**src/shared/servo_cmd_pkg.sv**
```systemverilog
// Constants, types and register map of the servo command and spindle block.
package servo_cmd_pkg;

  ////////////////////////////////////////////////////////////////////////////
  // Clock and timing. Times are kept in their own units; counts derive.
  localparam int CLK_PERIOD_NS  = 4;            // Core clock period.
  localparam int CLK_HZ         = 250_000_000;  // Core clock rate.
  localparam int GLITCH_NS      = 500;          // Shortest accepted pulse.
  // Least time, so round up to whole cycles.
  localparam int GLITCH_CYC     = (GLITCH_NS + CLK_PERIOD_NS - 1)
                                  / CLK_PERIOD_NS;
  localparam int PWM_HZ         = 7350;         // Velocity mode PWM rate.
  localparam int PWM_CYC        = CLK_HZ / PWM_HZ;
  localparam int FRAME_TICKS    = 588;          // Monitor ticks per frame.

  ////////////////////////////////////////////////////////////////////////////
  // Command codes.
  localparam logic [7:0] CMD_NOISE_ON  = 8'hEF;  // Filter command clock.
  localparam logic [7:0] CMD_NOISE_OFF = 8'hEE;  // Plain command clock.
  localparam logic [7:0] CMD_ACCEL     = 8'h04;  // Motor accelerate.
  localparam logic [7:0] CMD_VELOCITY  = 8'h05;  // Constant linear velocity.
  localparam logic [7:0] CMD_BRAKE     = 8'h06;  // Motor decelerate.
  localparam logic [7:0] CMD_STOP      = 8'h07;  // Motor stop.
  localparam logic [7:0] CMD_TRK_OFF   = 8'h0F;  // Tracking off.
  localparam logic [7:0] CMD_TRK_ON    = 8'h8F;  // Tracking on.

  ////////////////////////////////////////////////////////////////////////////
  // Register map, byte addresses on the AXI4-Lite port.
  localparam logic [7:0] ADDR_CTRL     = 8'h00;  // Control, read/write.
  localparam logic [7:0] ADDR_STATUS   = 8'h04;  // Status, read only.
  localparam logic [7:0] ADDR_TRACKS   = 8'h08;  // Track count byte.
  localparam logic [7:0] ADDR_ATTEN    = 8'h0C;  // Attenuation/port byte.
  localparam logic [7:0] ADDR_LASTCMD  = 8'h10;  // Last command byte.
  localparam logic [7:0] DUTY_RESET    = 8'h80;  // Half duty after reset.
  localparam logic [1:0] RESP_OKAY     = 2'h0;
  localparam logic [1:0] RESP_SLVERR   = 2'h2;

  // Spindle motor modes.
  typedef enum logic [1:0] {
    MODE_STOP,
    MODE_ACCEL,
    MODE_VELOCITY,
    MODE_BRAKE
  } motor_mode_t;

  // Control register: bit 0 pair routing, bits 15:8 PWM duty.
  typedef struct packed {
    logic [15:0] unused;
    logic [7:0]  pwm_duty;
    logic [6:0]  spare;
    logic        pair_to_atten;
  } ctrl_reg_t;

  // Spindle drive pair.
  typedef struct packed {
    logic forward;
    logic brake;
  } spindle_drive_t;

endpackage

```
**src/servo_command_spindle_control.sv**
```systemverilog
// Serial servo command receiver with spindle, tracking and monitor logic.
`timescale 1ns/1ns
`default_nettype none

module servo_command_spindle_control #(
  parameter int PWM_CYCLES = servo_cmd_pkg::PWM_CYC,
  parameter int FRAME_LEN  = servo_cmd_pkg::FRAME_TICKS
) (
  input  wire logic        aclk,
  input  wire logic        aresetn,
  input  wire logic        command_window,
  input  wire logic        command_serial_in,
  input  wire logic        command_shift_clock,
  input  wire logic        defect_detect_in,
  input  wire logic        hf_slicer_in,
  input  wire logic        vco_clock_in,
  input  wire logic        frame_sync_in,
  output logic             spindle_forward_out,
  output logic             spindle_brake_out,
  output logic             rough_phase_out,
  output logic             tracking_off_out,
  output logic             slice_level_out,
  output logic             slice_level_oe,
  output logic             vco_half_rate_monitor,
  output logic             frame_sync_ok_monitor,
  input  wire logic [7:0]  s_axi_awaddr,
  input  wire logic        s_axi_awvalid,
  output logic             s_axi_awready,
  input  wire logic [31:0] s_axi_wdata,
  input  wire logic [3:0]  s_axi_wstrb,
  input  wire logic        s_axi_wvalid,
  output logic             s_axi_wready,
  output logic [1:0]       s_axi_bresp,
  output logic             s_axi_bvalid,
  input  wire logic        s_axi_bready,
  input  wire logic [7:0]  s_axi_araddr,
  input  wire logic        s_axi_arvalid,
  output logic             s_axi_arready,
  output logic [31:0]      s_axi_rdata,
  output logic [1:0]       s_axi_rresp,
  output logic             s_axi_rvalid,
  input  wire logic        s_axi_rready
);

  // The PWM counter and duty compare need room for a full 8-bit duty.
  if (PWM_CYCLES < 256 || PWM_CYCLES > 65536 || FRAME_LEN < 2 ||
      FRAME_LEN > 1024) begin : g_bad_params
    $error("PWM_CYCLES must be 256 to 65536 and FRAME_LEN 2 to 1024");
  end

  ////////////////////////////////////////////////////////////////////////////
  // Command receiver state.
  logic                     clk_seen;      // Registered raw shift clock.
  logic                     clk_filt;      // Clock after the noise filter.
  logic [7:0]               glitch_cnt;    // Cycles the raw level differed.
  logic                     window_q;      // Window one cycle late.
  logic [15:0]              shifter;       // Serial bits, first bit lowest.
  logic [4:0]               bit_cnt;       // Bits taken in this window.
  logic                     noise_on;      // Filter mode.
  servo_cmd_pkg::motor_mode_t mode;        // Spindle mode.
  logic                     trk_off_cmd;   // Tracking off by command.
  logic [7:0]               track_count;   // Second byte, track count.
  logic [7:0]               atten;         // Second byte, attenuation/port.
  logic [7:0]               last_cmd;      // Last decoded first byte.
  logic                     next_clk_seen, next_clk_filt, next_window_q;
  logic [7:0]               next_glitch_cnt, next_track_count;
  logic [7:0]               next_atten, next_last_cmd;
  logic [15:0]              next_shifter;
  logic [4:0]               next_bit_cnt;
  logic                     next_noise_on, next_trk_off_cmd;
  servo_cmd_pkg::motor_mode_t next_mode;
  servo_cmd_pkg::ctrl_reg_t ctrl;          // Software control register.
  logic [7:0]               first_byte;    // Byte decoded at window close.
  logic                     window_fall;   // Window just closed.

  // Clock filter, bit shifter and decoder. Inputs are already synchronous.
  always_comb begin
    next_clk_seen    = command_shift_clock;
    next_clk_filt    = clk_filt;
    next_glitch_cnt  = 8'h00;
    next_window_q    = command_window;
    next_shifter     = shifter;
    next_bit_cnt     = bit_cnt;
    next_noise_on    = noise_on;
    next_mode        = mode;
    next_trk_off_cmd = trk_off_cmd;
    next_track_count = track_count;
    next_atten       = atten;
    next_last_cmd    = last_cmd;
    window_fall      = window_q && !command_window;
    // A lone byte sits in the upper half; a pair leaves byte one low.
    first_byte = (bit_cnt == 5'd16) ? shifter[7:0] : shifter[15:8];
    // With the filter on, a level must hold 125 cycles to count, so a
    // spike under 500 ns never reaches the shifter. This costs latency.
    if (!noise_on) begin
      next_clk_filt = clk_seen;
    end else if (clk_seen != clk_filt) begin
      if (glitch_cnt == 8'(servo_cmd_pkg::GLITCH_CYC - 1)) begin
        next_clk_filt = clk_seen;
      end else begin
        next_glitch_cnt = glitch_cnt + 8'h01;
      end
    end
    // Bits are taken on rising shift clock edges inside the window.
    if (!command_window) begin
      next_bit_cnt = 5'd0;
    end else if (next_clk_filt && !clk_filt && bit_cnt != 5'd16) begin
      next_shifter = {command_serial_in, shifter[15:1]};
      next_bit_cnt = bit_cnt + 5'd1;
    end
    // Execution begins only once the window has closed.
    if (window_fall && (bit_cnt == 5'd8 || bit_cnt == 5'd16)) begin
      next_last_cmd = first_byte;
      case (first_byte)
        servo_cmd_pkg::CMD_NOISE_ON:  next_noise_on = 1'b1;
        servo_cmd_pkg::CMD_NOISE_OFF: next_noise_on = 1'b0;
        servo_cmd_pkg::CMD_ACCEL:     next_mode = servo_cmd_pkg::MODE_ACCEL;
        servo_cmd_pkg::CMD_VELOCITY:  next_mode = servo_cmd_pkg::MODE_VELOCITY;
        servo_cmd_pkg::CMD_BRAKE:     next_mode = servo_cmd_pkg::MODE_BRAKE;
        servo_cmd_pkg::CMD_STOP:      next_mode = servo_cmd_pkg::MODE_STOP;
        servo_cmd_pkg::CMD_TRK_OFF: begin
          if (mode == servo_cmd_pkg::MODE_VELOCITY) begin
            next_trk_off_cmd = 1'b1;
          end
        end
        servo_cmd_pkg::CMD_TRK_ON: begin
          if (mode == servo_cmd_pkg::MODE_VELOCITY) begin
            next_trk_off_cmd = 1'b0;
          end
        end
        default: next_last_cmd = first_byte;
      endcase
      // The second byte of a pair goes where software routes it.
      if (bit_cnt == 5'd16) begin
        if (ctrl.pair_to_atten) begin
          next_atten = shifter[15:8];
        end else begin
          next_track_count = shifter[15:8];
        end
      end
    end
  end

  // Registers of the command receiver.
  always_ff @(posedge aclk) begin
    if (!aresetn) begin
      clk_seen    <= 1'b0;
      clk_filt    <= 1'b0;
      glitch_cnt  <= 8'h00;
      window_q    <= 1'b0;
      shifter     <= 16'h0000;
      bit_cnt     <= 5'd0;
      noise_on    <= 1'b0;
      mode        <= servo_cmd_pkg::MODE_STOP;
      trk_off_cmd <= 1'b0;
      track_count <= 8'h00;
      atten       <= 8'h00;
      last_cmd    <= 8'h00;
    end else begin
      clk_seen    <= next_clk_seen;
      clk_filt    <= next_clk_filt;
      glitch_cnt  <= next_glitch_cnt;
      window_q    <= next_window_q;
      shifter     <= next_shifter;
      bit_cnt     <= next_bit_cnt;
      noise_on    <= next_noise_on;
      mode        <= next_mode;
      trk_off_cmd <= next_trk_off_cmd;
      track_count <= next_track_count;
      atten       <= next_atten;
      last_cmd    <= next_last_cmd;
    end
  end

  ////////////////////////////////////////////////////////////////////////////
  // Spindle drive, monitors and slice level control.
  logic [31:0]                  pwm_cnt;       // Position in the PWM period.
  logic [9:0]                   frame_cnt;     // Interpolated frame timer.
  logic                         vco_q;         // VCO input one cycle late.
  logic [31:0]                  next_pwm_cnt;
  logic [9:0]                   next_frame_cnt;
  logic                         next_vco_q, next_half_rate, next_fsok;
  logic                         next_rough, next_slv, next_sloe;
  logic                         next_tracking_off;
  logic                         half_rate_tick; // Monitor clock tick.
  logic                         sync_seen;      // Sync since last tick.
  logic                         next_sync_seen;
  logic                         pwm_high;      // Duty phase of PWM.
  servo_cmd_pkg::spindle_drive_t next_drive;

  always_comb begin
    next_vco_q   = vco_clock_in;
    next_half_rate = vco_half_rate_monitor;
    next_fsok    = frame_sync_ok_monitor;
    next_pwm_cnt = (pwm_cnt == 32'(PWM_CYCLES - 1)) ? 32'h0 : pwm_cnt + 32'h1;
    next_frame_cnt = frame_cnt;
    half_rate_tick = 1'b0;
    // Each rising VCO edge toggles the monitor: divide by two.
    if (vco_clock_in && !vco_q) begin
      next_half_rate = !vco_half_rate_monitor;
      half_rate_tick = !vco_half_rate_monitor;
    end
    // A one-cycle sync is held until the next tick; a new sync wins. A
    // sync seen at the wrap tick raises the monitor for the next frame.
    next_sync_seen = frame_sync_in || (sync_seen && !half_rate_tick);
    if (half_rate_tick) begin
      if (frame_cnt == 10'(FRAME_LEN - 1)) begin
        next_frame_cnt = 10'h0;
        next_fsok      = sync_seen || frame_sync_in;
      end else begin
        next_frame_cnt = frame_cnt + 10'h1;
      end
    end
    // While unlocked a true sync realigns the interpolation counter.
    if (frame_sync_in && !frame_sync_ok_monitor && !half_rate_tick) begin
      next_frame_cnt = 10'(FRAME_LEN - 1);
    end
    // Phase control needs a running, locked clock; otherwise rough.
    next_rough = !(mode == servo_cmd_pkg::MODE_VELOCITY && next_fsok);
    pwm_high   = pwm_cnt < {16'h0, ctrl.pwm_duty, 8'h00} * 32'(PWM_CYCLES)
                 / 32'h10000;
    case (mode)
      servo_cmd_pkg::MODE_ACCEL: next_drive = '{forward: 1'b1, brake: 1'b0};
      servo_cmd_pkg::MODE_BRAKE: next_drive = '{forward: 1'b0, brake: 1'b1};
      servo_cmd_pkg::MODE_VELOCITY: begin
        // Rough servo spins up; phase control runs complementary PWM.
        if (next_rough) begin
          next_drive = '{forward: 1'b1, brake: 1'b0};
        end else begin
          next_drive = '{forward: pwm_high, brake: !pwm_high};
        end
      end
      default: next_drive = '{forward: 1'b0, brake: 1'b0};
    endcase
    next_tracking_off = (mode != servo_cmd_pkg::MODE_VELOCITY)
                        || trk_off_cmd;
    next_slv  = hf_slicer_in;
    // Floating the pin lets the external capacitor hold the slice level.
    next_sloe = !(defect_detect_in && !rough_phase_out);
  end

  // Registers of the drive and monitor group; all outputs but the AXI ones come from here.
  always_ff @(posedge aclk) begin
    if (!aresetn) begin
      pwm_cnt               <= 32'h0;
      frame_cnt             <= 10'h0;
      sync_seen             <= 1'b0;
      vco_q                 <= 1'b0;
      vco_half_rate_monitor <= 1'b0;
      frame_sync_ok_monitor <= 1'b0;
      rough_phase_out       <= 1'b1;
      spindle_forward_out   <= 1'b0;
      spindle_brake_out     <= 1'b0;
      tracking_off_out      <= 1'b1;
      slice_level_out       <= 1'b0;
      slice_level_oe        <= 1'b1;
    end else begin
      pwm_cnt               <= next_pwm_cnt;
      frame_cnt             <= next_frame_cnt;
      sync_seen             <= next_sync_seen;
      vco_q                 <= next_vco_q;
      vco_half_rate_monitor <= next_half_rate;
      frame_sync_ok_monitor <= next_fsok;
      rough_phase_out       <= next_rough;
      spindle_forward_out   <= next_drive.forward;
      spindle_brake_out     <= next_drive.brake;
      tracking_off_out      <= next_tracking_off;
      slice_level_out       <= next_slv;
      slice_level_oe        <= next_sloe;
    end
  end

  ////////////////////////////////////////////////////////////////////////////
  // AXI4-Lite slave. One write and one read at a time.
  logic        aw_full, w_full;      // Address or data already taken.
  logic [7:0]  aw_addr;              // Held write address.
  logic [31:0] w_data;               // Held write data.
  logic [3:0]  w_strb, next_w_strb;  // Lanes held with the data.
  logic        next_aw_full, next_w_full, next_bvalid, next_rvalid;
  logic        next_awready, next_wready, next_arready;
  logic [7:0]  next_aw_addr;
  logic [31:0] next_w_data, next_rdata;
  logic [1:0]  next_bresp, next_rresp;
  servo_cmd_pkg::ctrl_reg_t next_ctrl;

  always_comb begin
    next_aw_full = aw_full;
    next_w_full  = w_full;
    next_aw_addr = aw_addr;
    next_w_data  = w_data;
    next_w_strb  = w_strb;
    next_bvalid  = s_axi_bvalid && !s_axi_bready;
    next_bresp   = s_axi_bresp;
    next_rvalid  = s_axi_rvalid && !s_axi_rready;
    next_rdata   = s_axi_rdata;
    next_rresp   = s_axi_rresp;
    next_ctrl    = ctrl;
    if (s_axi_awvalid && s_axi_awready) begin
      next_aw_full = 1'b1;
      next_aw_addr = s_axi_awaddr;
    end
    if (s_axi_wvalid && s_axi_wready) begin
      next_w_full = 1'b1;
      next_w_data = s_axi_wdata;
      next_w_strb = s_axi_wstrb;
    end
    // Both halves present: commit and answer the next cycle.
    if (next_aw_full && next_w_full && !next_bvalid) begin
      next_aw_full = 1'b0;
      next_w_full  = 1'b0;
      next_bvalid  = 1'b1;
      next_bresp   = servo_cmd_pkg::RESP_SLVERR;
      if ({next_aw_addr[7:2], 2'b00} == servo_cmd_pkg::ADDR_CTRL) begin
        next_bresp = servo_cmd_pkg::RESP_OKAY;
        if (next_w_strb[0]) begin
          next_ctrl.pair_to_atten = next_w_data[0];
        end
        if (next_w_strb[1]) begin
          next_ctrl.pwm_duty = next_w_data[15:8];
        end
      end
    end
    if (s_axi_arvalid && s_axi_arready) begin
      next_rvalid = 1'b1;
      next_rresp  = servo_cmd_pkg::RESP_OKAY;
      case ({s_axi_araddr[7:2], 2'b00})
        servo_cmd_pkg::ADDR_CTRL:    next_rdata = ctrl;
        servo_cmd_pkg::ADDR_STATUS:  next_rdata = {26'h0, rough_phase_out,
                                       frame_sync_ok_monitor,
                                       tracking_off_out, noise_on, mode};
        servo_cmd_pkg::ADDR_TRACKS:  next_rdata = {24'h0, track_count};
        servo_cmd_pkg::ADDR_ATTEN:   next_rdata = {24'h0, atten};
        servo_cmd_pkg::ADDR_LASTCMD: next_rdata = {24'h0, last_cmd};
        default: begin
          next_rdata = 32'h0;
          next_rresp = servo_cmd_pkg::RESP_SLVERR;
        end
      endcase
    end
    next_awready = !next_aw_full && !next_bvalid;
    next_wready  = !next_w_full && !next_bvalid;
    next_arready = !next_rvalid;
  end

  // Registers of the bus slave.
  always_ff @(posedge aclk) begin
    if (!aresetn) begin
      aw_full       <= 1'b0;
      w_full        <= 1'b0;
      aw_addr       <= 8'h00;
      w_data        <= 32'h0;
      w_strb        <= 4'h0;
      ctrl          <= '{unused: 16'h0, pwm_duty: servo_cmd_pkg::DUTY_RESET,
                         spare: 7'h0, pair_to_atten: 1'b0};
      s_axi_awready <= 1'b0;
      s_axi_wready  <= 1'b0;
      s_axi_arready <= 1'b0;
      s_axi_bvalid  <= 1'b0;
      s_axi_bresp   <= 2'h0;
      s_axi_rvalid  <= 1'b0;
      s_axi_rdata   <= 32'h0;
      s_axi_rresp   <= 2'h0;
    end else begin
      aw_full       <= next_aw_full;
      w_full        <= next_w_full;
      aw_addr       <= next_aw_addr;
      w_data        <= next_w_data;
      w_strb        <= next_w_strb;
      ctrl          <= next_ctrl;
      s_axi_awready <= next_awready;
      s_axi_wready  <= next_wready;
      s_axi_arready <= next_arready;
      s_axi_bvalid  <= next_bvalid;
      s_axi_bresp   <= next_bresp;
      s_axi_rvalid  <= next_rvalid;
      s_axi_rdata   <= next_rdata;
      s_axi_rresp   <= next_rresp;
    end
  end

endmodule

`default_nettype wire

```
**config.mk**
```make
export PLATFORM = sky130hd
export DESIGN_NAME = servo_command_spindle_control
export DESIGN_NICKNAME = d
export VERILOG_FILES = /design/src/shared/servo_cmd_pkg.sv /design/src/servo_command_spindle_control.sv
export SDC_FILE = /design/constraint.sdc
export NUM_CORES = 1
export LEC_CHECK = 0
export BUFFER_PORTS_ARGS = -buffer_cell sky130_fd_sc_hd__buf_2
export CAP_MARGIN = 15
export CORE_UTILIZATION = 52
export CTS_BUF_LIST = sky130_fd_sc_hd__clkbuf_8
export CTS_CLUSTER_DIAMETER = 30
export DETAILED_ROUTE_END_ITERATION = 10
export PLACE_DENSITY = 0.87
export SLEW_MARGIN = 20
export SYNTH_ARGS = -nofsm -noshare
export SYNTH_HDL_FRONTEND = slang
export SYNTH_SLANG_ARGS = --single-unit
export TNS_END_PERCENT = 50
```
**constraint.sdc**
```tcl
create_clock -name aclk -period 5.32 [get_ports aclk]
set_clock_uncertainty 0.05 [all_clocks]
set_input_delay 0.532 -clock aclk [delete_from_list [all_inputs] [get_ports aclk]]
set_output_delay 0.532 -clock aclk [all_outputs]
set_load 0.02 [all_outputs]
```
* Yosys cells after proc, flatten, opt, wreduce, memory -nomap -nowiden
Cells that the tools add are included.
** Word-level totals
- Memory bits (writable) :: 0
- Output and inout port bits :: 49
- Bits in read-only memories :: 0
- Memories :: 0
- Latch bits :: 0
- Flip-flop bits (word level) :: 190
- Word-level logic and storage cells :: 165
- Input port bits :: 66
** Cells by class
- Equal/unequal tests :: 25
- Multipliers :: 1
- Order comparisons :: 1
- Bitwise operators :: 4
- Add/sub/neg operators :: 4
- Muxes and demuxes :: 29
- Reduce and logical (&&, ||, !) cells :: 59
- Div/mod/pow operators :: 0
- Shift operators :: 0
** Operators with widths (number)
- 16-bit case mux with 5 select lines :: 1
- 32-bit by 1-bit adder with 32-bit output, second input constant :: 1
- 32-bit by 16-bit == test with 1-bit output, second input constant :: 1
- 8-bit by 3-bit == test with 1-bit output, second input constant :: 4
- 32-bit by 16-bit less-than comparator with 1-bit output :: 1
- 10-bit two-way mux :: 3
- 8-bit == test, second input constant :: 3
- 8-bit by 16-bit multiplier with 24-bit output, second input constant :: 1
- 1-bit logical AND :: 19
- 1-bit zero test :: 17
- 16-bit two-way mux :: 1
- 8-bit two-way mux :: 2
- 1-bit two-way mux :: 14
- 6-bit by 2-bit == test with 1-bit output, second input constant :: 2
- 6-bit zero test :: 2
- 3-bit AND reduction :: 4
- 10-bit by 1-bit adder with 10-bit output, second input constant :: 1
- 10-bit == test, second input constant :: 1
- 8-bit by 1-bit adder with 8-bit output, second input constant :: 1
- 8-bit by 4-bit == test with 1-bit output, second input constant :: 1
- 8-bit by 7-bit == test with 1-bit output, second input constant :: 1
- 2-bit two-way mux :: 4
- 2-bit case mux with 4 select lines :: 1
- 2-bit AND reduction :: 4
- other kinds (20) :: 33

* Depth between registers and ports, before layout
Gate-level depths: netlist (run 1).
- Depth after elaboration :: 7
- Mapped depth :: 22
- Mapped depth without buffers :: 22

* Least setup slack after synthesis (run 1)
OpenSTA, ideal clock, no wires.
- Path type :: reg2reg
- Start point :: register ctrl[13] in the netlist's numbering
- End point :: register spindle_brake_out
- Library setup time :: 0.115 ns
- Data arrival time :: 4.964 ns
- Path buffers :: 0
- Cell stages (with the launch flop) :: 23
- Required time :: 5.155 ns
- Period minus slack after synthesis :: 5.129 ns
- Path slack :: 0.191 ns
- Path through :: dfxtp_1 -> fa_1 -> inv_1 -> fa_1 -> inv_1 -> fa_1 -> inv_1 -> fa_1 -> inv_1 -> ha_1 -> a21oi_1 -> nor2b_1 -> nand2_1 -> a21oi_1 -> nor2_1 -> o311ai_0 -> ha_1 -> a21oi_1 -> nor2b_1 -> o21ai_0 -> o211a_1 -> a31oi_1 -> o21ba_1
** On the way
- Word-level cells in the longest chain between the ends :: 5
** Ends and longest elaborated chain
- from (decl) :: RTL line servo_command_spindle_control.sv:72 : servo_cmd_pkg::ctrl_reg_t ctrl;
- from (signal assigned) :: RTL line servo_command_spindle_control.sv:353 : ctrl <= '{unused: 16'h0, pwm_duty: servo_cmd_pkg::DUTY_RESET,
- from (signal assigned) :: RTL line servo_command_spindle_control.sv:369 : ctrl <= next_ctrl;
- 8-bit by 16-bit multiplier with 24-bit output :: RTL line servo_command_spindle_control.sv:220 : pwm_high = pwm_cnt < {16'h0, ctrl.pwm_duty, 8'h00} * 32'(PWM_CYCLES)
- 32-bit by 16-bit less-than comparator with 1-bit output :: RTL line servo_command_spindle_control.sv:220
- 1-bit zero test :: RTL line servo_command_spindle_control.sv:230 : next_drive = '{forward: pwm_high, brake: !pwm_high};
- 2-bit two-way mux :: RTL line servo_command_spindle_control.sv:227 : if (next_rough) begin
- 2-bit case mux with 3 select lines :: RTL line servo_command_spindle_control.sv:222 : case (mode)
- to (signal assigned) :: RTL line servo_command_spindle_control.sv:266 : spindle_brake_out <= next_drive.brake;
- to (decl) :: RTL line servo_command_spindle_control.sv:19 : output logic spindle_brake_out,
No other way between the ends.
A chain may end at the register's enable or synchronous reset.

* Worst setup path in the final report (run 1)
- Start point :: register ctrl[14] in the netlist's numbering
- End point :: register spindle_brake_out
Same word-level chain as after synthesis.

==> impl_results.md, run 1 <==
- Detail Route Antenna Nets: 0
- Clock Power Share: 0.387
- Netlist cell types: 74
- Vias per cell: 5.67
- Type of the most critical hold path: in2reg
- Final Setup Violations: 0
- Crit path from: ctrl[14]$_SDFFE_PN0P_
- Row count: 48
- Post-synth top area share: 0.358
- RSZ-0062 raised after global routing: yes
- Slew Limit Fails: 0
- First-pass GRT wire length: 34100 µm
- Total track usage: 0.234
- R2r setup slk: 0.04 ns
- Core area: 0.0172 mm²
- Int Pwr: 1.74 mW
- Final std cells w/o fill: 1324
- Clock buffer count from CTS: 17
- Clock Pin Slew Worst Setup and Hold Paths: 0.10 ns
- Peak supply drop: 0.191 mV
- Vias: 7513
- Largest net degree at the start of global routing: 81
- Combinational Power Share: 0.099
- Area contributors post-synth: dfxtp_1 (36%), ha_1 (9.3%), fa_1 (5.3%), mux2i_1 (4.1%), xor2_1 (3.6%)
- Fillers: 1421
- CTS root buffer: clkbuf_8
- Die Width: 134 µm
- Setup CP Type: reg2reg
- WL final: 21600 µm
- Seq cells post-synth: 163
- Area Overhead vs Synth: 14.1%
- Placed insts: 1288
- Cell taking the most area after synthesis: dfxtp_1
- Clock H-tree levels: 4
- Avg Cell Area, Syn: 9.04 µm²
- Storage element area: 0.00327 mm²
- Crit-path max FO: 5
- Tightest Pin Transition: 0.972 ns
- Initial drt markers: 586
- Fmax: 190 MHz
- Final #Nets: 1244
- Reg2reg start: ctrl[14]$_SDFFE_PN0P_
- Setup ws final: 0.0450 ns
- Mapped cell area: 0.00911 mm²
- Fraction of layout cells with a size suffix above 1: 0.170
- Post-DP HPWL: 14800 µm
- Sw frac: 0.290
- Hold buffers post-CTS: 0
- Area of the multi-input gates: 0.00556 mm²
- Chip height: 134 µm
- Worst slack, placed: -0.0748 ns
- Sinks on Clock Net: 163
- N_diodes: 0
- Tmin final: 5.28 ns
- Number of global-route vias before repair: 7209
- Seq pwr share: 0.514
- Top FF cell, synth: dfxtp_1
- Arrival @ worst endpoint: 5.65 ns
- Pwr/cell area: 236 mW/mm²
- Slew Limit Headroom: 0.347
- Tcrit/Tclk final: 0.992
- Die area: 0.0180 mm²
- Hold Fails Final Rpt: 0
- Average wire per standard cell: 16.3 µm
- GRT Residual Overflow: 0
- Yosys Warn Count: 0
- CTS tree: yes
- Crit path capture type: flop
- I/O Buffers: 67
- Cells after Synth: 1008
- Drt first pass iters: 5
- CTS Buffer Depth: 2
- Util after Layout: 0.605
- Fin area: 0.0104 mm²
- Post-DP Area: 0.00971 mm²
- Top-Level Pins: 115
- Worst EP required: 5.69 ns
- Worst skew pair latency: 0.47 ns
- Final TNS setup: 0 ns
- Min-delay src: defect_detect_in
- DRC: 0
- Initial Util: 0.530
- Max-cap violations: 0
- Synth async-reset ratio: 0
- Outcome: complete, no violations
- RePlAce Congestion: 0.845
- Startpoint Class: flop
- Seq/Total Area, Yosys: 0.358
- Initial antenna violation count: 0
- Leak: 4.45 nW
- Psw: 710 µW
- Post-synth EDFFs: 0
==> flip-flops by register name, summed over array words and instances (netlist names), 2 cells and up <==
name	count
glitch_cnt	8
s_axi_rdata	16
pwm_cnt	32
track_count	8
w_strb	2
bit_cnt	5
mode	2
last_cmd	8
aw_addr	6
w_data	9
ctrl	9
atten	8
shifter	16
frame_cnt	10
==> what timing repair did <==
action	in CTS	in global routing
gates resized for setup	8	48
setup endpoints to repair	2	2
buffers inserted	0	4
pin swaps	7	32
==> routing by layer <==
metal,global-route usage,up-vias,wire [µm]
li1,-,3622,-
met1,0.285,3631,9090
met2,0.407,211,11000
met3,0.0488,49,1000
met4,0.0861,0,512
met5,0,-,0
==> cells by family (layout without fill, tap and decap cells) <==
kind of cell,count (synthesis),after routing,share of synthesized area
AO/OA/AOI/OAI,160,160,0.120
XOR/XNOR,55,55,0.0529
other,1,18,0.000412
buffers and inverters,131,205,0.0644
adder cells (fa/ha/maj),92,92,0.146
AND/OR/NAND/NOR,362,362,0.208
multiplexers,44,44,0.0505
flip-flops,163,163,0.358
==> layout make-up <==
type                       count  share of cell area
clock buffer                  17              0.0225
clock inverter                15              0.0177
inverter                      76              0.0274
multi-input combinational    731               0.535
sequential                   163               0.315
tap                          225              0.0271
timing repair buffer          97              0.0554
==> synth_stat cells (13+ instances only) <==
library cell / count
a21oi_1: 52
a22oi_1: 15
and3_1: 13
buf_4: 19
clkbuf_1: 26
dfxtp_1: 163
fa_1: 24
ha_1: 68
inv_1: 75
mux2i_1: 37
nand2_1: 70
nand3_1: 46
nand4_1: 21
nor2_1: 83
nor2b_1: 46
nor3_1: 16
o21ai_0: 19
xnor2_1: 18
xor2_1: 37
==> final timing paths <==
path,endpoint,depth (start not counted)
setup / recovery,spindle_brake_out$_SDFF_PN0_,25
hold / removal,slice_level_oe$_SDFF_PN1_,2
setup reg to reg,spindle_brake_out$_SDFF_PN0_,25
hold reg to reg,s_axi_wready$_SDFF_PN0_,1
==> power groups by stage <==
stage / Clock [mW] / Sequential [mW] / Combinational, mW
CTS: 0.959 / 1.26 / 0.215
floorplan: 0 / 1.29 / 0.152
detailed placement: 0 / 1.29 / 0.212
global placement: 0 / 1.29 / 0.205
global route: 1.01 / 1.26 / 0.263
finish: 0.949 / 1.26 / 0.241
==> worst max-delay path: stages, from the launching register on <==
cell and delay, ns:
dfxtp_4 0.38, buf_6 0.14, ha_4 0.27, inv_2 0.05
fa_1 0.54, inv_1 0.05, ha_1 0.29, inv_1 0.07
fa_1 0.54, inv_1 0.07, ha_4 0.29, buf_4 0.13
nand4_1 0.20, nor2_4 0.18, o21ai_4 0.09, a21oi_4 0.25
buf_6 0.13, o21a_1 0.12, a311oi_2 0.05, ha_1 0.34
nand4_1 0.19, nor2_2 0.21, o2111a_1 0.21, o41ai_2 0.07
a31oi_1 0.18, o21ba_1 0.14
==> layout by cell type, fill, tap and decap left out, drive strengths merged, types with 6 or more instances in the layout <==
master	netlist	layout
or3	10	10
nand2	71	71
nor2	84	84
ha	68	68
a21oi	52	52
xor2	37	37
o21a	6	6
mux2	6	6
a21boi	10	10
buf	28	97
fa	24	24
a211oi	10	10
nor4	11	11
nand4	21	21
a21o	6	6
nand3	46	46
nor3	16	16
conb	1	18
clkbuf	27	17
dfxtp	163	163
and3	13	13
a22oi	15	15
inv	75	84
o21ai	21	21
and2	12	12
nor2b	46	46
o211a	10	10
a31oi	7	7
mux2i	37	37
xnor2	18	18
==> through the flow <==
step           power, mW  hold WS [ns]
4_1_cts             2.43         0.177
5_1_grt             2.54         0.191
2_1_floorplan       1.44         0.348
6_report            2.45         0.193
3_5_place_dp        1.50         0.362
3_3_place_gp        1.49         0.355
Power figures use the tool's default switching activity.
==> run 2: changes to the inputs <==
Settings changed: CTS_BUF_LIST sky130_fd_sc_hd__clkbuf_8 to sky130_fd_sc_hd__clkbuf_8 sky130_fd_sc_hd__clkbuf_16.
==> impl_results.md, run 2 (same netlist as run 1, synthesis figures left out) <==
- Outcome: complete, no violations
- Peak supply drop: 0.263 mV (+38%)
- Largest net degree at the start of global routing: 81 (unchanged)
- Die Width: 134 µm (unchanged)
- Seq pwr share: 0.455 (-0.059)
- Arrival @ worst endpoint: 5.65 ns (about the same)
- Type of the most critical hold path: in2reg
- Fillers: 1387 (-2.4%)
- CTS tree: yes
- Final TNS setup: 0 ns (unchanged)
- Storage element area: 0.00327 mm² (about the same)
- Hold buffers post-CTS: 0 (unchanged)
- Clock buffer count from CTS: 17 (unchanged)
- Row count: 48 (unchanged)
- GRT Residual Overflow: 0 (unchanged)
- Tcrit/Tclk final: 0.999 (+0.00706)
- Pwr/cell area: 262 mW/mm² (+11%)
- Fraction of layout cells with a size suffix above 1: 0.175 (+0.00439)
- Chip height: 134 µm (unchanged)
- Worst skew pair latency: 0.44 ns (-0.03 ns)
- I/O Buffers: 67 (unchanged)
- Hold EP: slice_level_oe$_SDFF_PN1_
- R2R Path End: spindle_brake_out$_SDFF_PN0_
- Placed insts: 1288 (unchanged)
- Number of global-route vias before repair: 7393 (+2.6%)
- Final Setup Violations: 0 (unchanged)
- Clock H-tree levels: 4 (unchanged)
- Post-DP HPWL: 14800 µm (unchanged)
- Initial antenna violation count: 0 (unchanged)
- RePlAce Congestion: 0.845 (unchanged)
- Max-cap violations: 0 (unchanged)
- Min-delay src: defect_detect_in
- Clock Power Share: 0.458 (+0.071)
- Crit path cell chain: buf_6 > ha_4 > inv_2 > fa_1 > fa_2 > fa_1 > inv_2 > ha_4 > buf_4 > nand4_1 > nor2_4 > o21ai_4 > a21oi_4 > buf_6 > o21ba_2 > o21ai_0 > ha_1 > nand4_1 > nor2_2 > o2111a_1 > o41ai_2 > a31oi_1 > o21ba_1
- Vias: 7556 (+0.57%)
- WL final: 22100 µm (+2.5%)
- Leak: 4.52 nW (+1.5%)
- Hold Fails Final Rpt: 0 (unchanged)
- Hold depth: 2 (unchanged)
- Vias per cell: 5.70 (+0.50%)
- Total track usage: 0.243 (+0.00816)
- Max FFs per register: 32 (unchanged)
- Fmax: 188 MHz (-0.71%)
- Final #Nets: 1245 (+0.080%)
- Tightest Pin Transition: 0.932 ns (-0.0396 ns)
- Drt first pass iters: 5 (unchanged)
- DRC: 0 (unchanged)
- RSZ-0062 raised after global routing: yes
- Slew Limit Fails: 0 (unchanged)
- CP Buf/Inv Count: 5 (-2)
- Int Pwr: 2.01 mW (+16%)
- Core area: 0.0172 mm² (unchanged)
- Psw: 755 µW (+6.4%)
- Reg2reg start: ctrl[13]$_SDFFE_PN0P_
- Sw frac: 0.273 (-0.0170)
- Area of the multi-input gates: 0.00556 mm² (about the same)
- First-pass GRT wire length: 34900 µm (+2.3%)
- Worst EP required: 5.66 ns (-0.03 ns)
- R2r setup slk: 0.007 ns (-0.04 ns)
- Tmin final: 5.31 ns (+0.0376 ns)
- Average wire per standard cell: 16.7 µm (+2.4%)
- Initial Util: 0.530 (unchanged)
- CTS root buffer: clkbuf_16
- Reg2reg path depth: 23 (-8.0%)
- Slew Limit Headroom: 0.374 (+0.0266)
- Clock Pin Slew Worst Setup and Hold Paths: 0.08 ns (-0.02 ns)
- Slowest-stage cell, CP: fa_1
- Top cell family by delay on the critical path: adder cells
- Top-Level Pins: 115 (unchanged)
- Setup CP Type: reg2reg
- Die area: 0.0180 mm² (unchanged)
- Sinks on Clock Net: 163 (unchanged)
- Initial drt markers: 498 (-15%)
- Most frequent cells in the layout: dfxtp_1 (160), nor2_1 (80), nand2_1 (69)
- Regs by FF count: pwm_cnt: 32 flops, s_axi_rdata: 16 flops, shifter: 16 flops
- PnR Total Power: 2.77 mW (+13%)
- Detail Route Antenna Nets: 0 (unchanged)
- CTS Buffer Depth: 2 (unchanged)
- Combinational Power Share: 0.088 (-0.011)
- Most common cell after layout, fill and taps aside: dfxtp_1
- Area Overhead vs Synth: 16.2%
- N_diodes: 0 (unchanged)
- Crit path capture type: flop
- Crit-path max FO: 7 (+2)
- Startpoint Class: flop
- Final std cells w/o fill: 1325 (+0.076%)
- Max incr delay on CP: 0.63 ns (+0.09 ns)
- Largest register by flop count: pwm_cnt
-- run 2: cell type report --
type / count / area share
multi-input cells: 731 / 0.525
clock buffers: 17 / 0.0402
clock inverters: 15 / 0.0174
inverters: 76 / 0.0269
well taps: 225 / 0.0266
repair buffers: 98 / 0.0551
flip-flops and latches: 163 / 0.309
-- run 2: per-layer routing --
layer	vias to the layer above	track usage	wire length (µm)
li1	3611	-	-
met4	0	0.119	845
met3	69	0.0457	844
met1	3675	0.282	9190
met2	201	0.427	11200
met5	-	0	0
-- run 2: worst max-delay path by stage --
stage                                              end             startpoint  slack (ns)  cells after the start
after floorplan           spindle_brake_out$_SDFF_PN0_  ctrl[13]$_SDFFE_PN0P_        0.19                     22
after global placement    spindle_brake_out$_SDFF_PN0_  ctrl[14]$_SDFFE_PN0P_        0.02                     22
after detailed placement  spindle_brake_out$_SDFF_PN0_  ctrl[15]$_SDFFE_PN1P_       -0.07                     23
after CTS                 spindle_brake_out$_SDFF_PN0_  ctrl[15]$_SDFFE_PN1P_       0.009                     23
after global routing      spindle_brake_out$_SDFF_PN0_  ctrl[13]$_SDFFE_PN0P_       -0.14                     23
final                     spindle_brake_out$_SDFF_PN0_  ctrl[13]$_SDFFE_PN0P_       0.007                     23
-- run 2: repair_timing --
item	CTS	global route
buffers inserted	0	5
endpoints found under the setup margin	2	2
resized for setup	13	43
endpoints found under the hold margin	0	0
pin swaps	8	36
-- run 2: per-stage QoR --
| step | worst slack, ns | util | hold slack, ns | cell area (µm²) |
|---|---|---|---|---|
| 3_5_place_dp | -0.0748 | 0.565 | 0.362 | 9710 |
| 4_1_cts | 0.00917 | 0.604 | 0.222 | 10400 |
| 5_1_grt | -0.143 | 0.616 | 0.242 | 10600 |
| 6_report | 0.00741 | 0.616 | 0.227 | 10600 |
| 3_3_place_gp | 0.0206 | 0.565 | 0.355 | 9710 |
| 2_1_floorplan | 0.191 | - | 0.348 | 9170 |
-- run 2: power groups by stage --
stage / Combinational, mW / Sequential [mW] / Clock (mW)
floorplan: 0.152 / 1.29 / 0
global placement: 0.205 / 1.29 / 0
detailed placement: 0.212 / 1.29 / 0
CTS: 0.219 / 1.26 / 1.28
global route: 0.263 / 1.26 / 1.33
finish: 0.243 / 1.26 / 1.27
==> run 3: changes to the inputs <==
Settings changed: CORE_UTILIZATION 52 to 35, PLACE_DENSITY 0.87 to 0.64.
Clock period 5.32 ns to 5.5 ns, I/O delays scaled along.
==> impl_results.md, run 3 (same netlist as run 1, synthesis figures left out) <==
- Outcome: complete, no violations
- Initial Util: 0.360 (-0.171)
- Final TNS setup: 0 ns (unchanged)
- Die area: 0.0267 mm² (+48%)
- Final Setup Violations: 0 (unchanged)
- Hold_ws: 0.268 ns (+0.0410 ns)
- Hold depth: 2 (unchanged)
- Largest register by flop count: pwm_cnt
- Reg2reg start: ctrl[10]$_SDFFE_PN0P_
- Pwr/cell area: 250 mW/mm² (-4.4%)
- Detail Route Antenna Nets: 0 (unchanged)
- RSZ-0062 raised after global routing: no
- Die Width: 163 µm (+22%)
- Average wire per standard cell: 14.4 µm (-14%)
- Regs by FF count: pwm_cnt: 32 flops, s_axi_rdata: 16 flops, shifter: 16 flops
- RePlAce Congestion: 0.816 (-3.4%)
- Most frequent cells in the layout: dfxtp_1 (161), nor2_1 (82), inv_1 (76)
- Top-Level Pins: 115 (unchanged)
- I/O Buffers: 67 (unchanged)
- Total track usage: 0.161 (-0.0820)
- Max-cap violations: 0 (unchanged)
- Vias per cell: 4.98 (-13%)
- Initial drt markers: 291 (-42%)
- First-pass GRT wire length: 34200 µm (-2.1%)
- Drt first pass iters: 4 (-1)
- CTS root buffer: clkbuf_16
- Tightest Pin Transition: 0.899 ns (-0.0332 ns)
- Initial antenna violation count: 1 (+1)
- Worst skew pair latency: 0.43 ns (about the same)
- Fmax: 190 MHz (+1.1%)
- Crit path capture type: flop
- Setup CP Type: reg2reg
- Sinks on Clock Net: 163 (unchanged)
- Hold Fails Final Rpt: 0 (unchanged)
- Startpoint Class: flop
- Post-DP HPWL: 14900 µm (+0.86%)
- Tmin final: 5.25 ns (-0.0591 ns)
- DRC: 0 (unchanged)
- CTS Buffer Depth: 2 (unchanged)
- WL final: 20500 µm (-7.3%)
- Hold buffers post-CTS: 0 (unchanged)
- Area Overhead vs Synth: 15.8%
- Slew Limit Fails: 0 (unchanged)
- Reg2reg path depth: 20 (-13%)
- Type of the most critical hold path: in2reg
- Leak: 4.51 nW (-0.25%)
- Worst EP required: 5.77 ns (+0.11 ns)
- Number of global-route vias before repair: 6940 (-6.1%)
- Clock Pin Slew Worst Setup and Hold Paths: 0.07 ns (about the same)
- Min-delay src: defect_detect_in
- Chip height: 163 µm (+22%)
- Arrival @ worst endpoint: 5.53 ns (-0.12 ns)
- PnR Total Power: 2.64 mW (-4.7%)
- Most common cell after layout, fill and taps aside: dfxtp_1
- R2r setup slk: 0.25 ns (+0.24 ns)
- R2R Path End: spindle_brake_out$_SDFF_PN0_
- Peak supply drop: 0.209 mV (-20%)
- Fraction of layout cells with a size suffix above 1: 0.149 (-0.0250)
- Max FFs per register: 32 (unchanged)
- Final #Nets: 1242 (-0.24%)
- Crit-path max FO: 6 (-1)
- Hold EP: slice_level_oe$_SDFF_PN1_
- Clock buffer count from CTS: 17 (unchanged)
- Row count: 58 (+21%)
- GRT Residual Overflow: 0 (unchanged)
- Vias: 7118 (-5.8%)
- Largest net degree at the start of global routing: 81 (unchanged)
- Clock H-tree levels: 4 (unchanged)
- Tcrit/Tclk final: 0.955 (-0.0434)
- Slew Limit Headroom: 0.399 (+0.0255)
- CTS tree: yes
- Core area: 0.0253 mm² (+47%)
[run 3: worst max path at each step]
stage,from,endpoint,slack [ns],cells past startpoint
2_1_floorplan,ctrl[13]$_SDFFE_PN0P_,spindle_brake_out$_SDFF_PN0_,0.37,22
3_3_place_gp,ctrl[14]$_SDFFE_PN0P_,spindle_brake_out$_SDFF_PN0_,0.02,22
3_5_place_dp,ctrl[14]$_SDFFE_PN0P_,spindle_brake_out$_SDFF_PN0_,0.06,22
4_1_cts,ctrl[14]$_SDFFE_PN0P_,spindle_brake_out$_SDFF_PN0_,0.02,22
5_1_grt,ctrl[13]$_SDFFE_PN0P_,spindle_brake_out$_SDFF_PN0_,0.005,24
6_report,ctrl[10]$_SDFFE_PN0P_,spindle_brake_out$_SDFF_PN0_,0.25,20
[run 3: routing by layer]
layer | GRT usage | part of all wire | routed length (µm)
met5 | 0 | 0 | 0
met4 | 0.0489 | 0.015 | 305
met3 | 0.0305 | 0.028 | 578
met2 | 0.278 | 0.50 | 10200
met1 | 0.200 | 0.46 | 9410
[run 3: cell type report]
class / instances / area, µm²
repair buffers: 95 / 546
well taps: 330 / 413
fillers: 2508 / 14800
multi-input cells: 731 / 5440
clock buffers: 19 / 453
inverters: 76 / 285
flip-flops and latches: 163 / 3270
diodes: 1 / 2.50
clock inverters: 13 / 145
[run 3: power breakdown]
group,switching (mW),total [mW],leakage (nW),internal [mW]
registers,0.0163,1.22,1.32,1.20
logic,0.130,0.213,2.90,0.0829
clock network,0.507,1.21,0.293,0.699
total,0.653,2.64,4.51,1.98
[run 3: stage by stage]
stage,area (µm²),setup WS (ns),util,cells
floorplan,9170,0.371,-,1025
global placement,9840,0.0233,0.389,1393
detailed placement,9840,0.0623,0.389,1393
CTS,10400,0.0183,0.412,1425
global route,10500,0.00527,0.416,1427
finish,10500,0.247,0.416,1428
[run 3: timing repair]
item,4_1_cts,5_1_grt
resized for setup,0,20
buffers inserted,0,2
endpoints found under the hold margin,0,0
endpoints found under the setup margin,0,2
[run 3: critical path: stages, from the launching register on]
cell      delay [ns]
dfxtp_1         0.33
fa_1            0.49
ha_1            0.29
inv_1           0.05
fa_1            0.49
fa_1            0.55
inv_1           0.05
ha_1            0.29
and4b_1         0.20
a41o_1          0.27
o21ai_2         0.25
a21oi_4         0.12
or4_1           0.51
o311ai_1        0.09
ha_1            0.29
a21oi_1         0.12
nor2b_1         0.05
o21ai_0         0.15
o211a_1         0.23
a31oi_1         0.10
o21ba_1         0.18
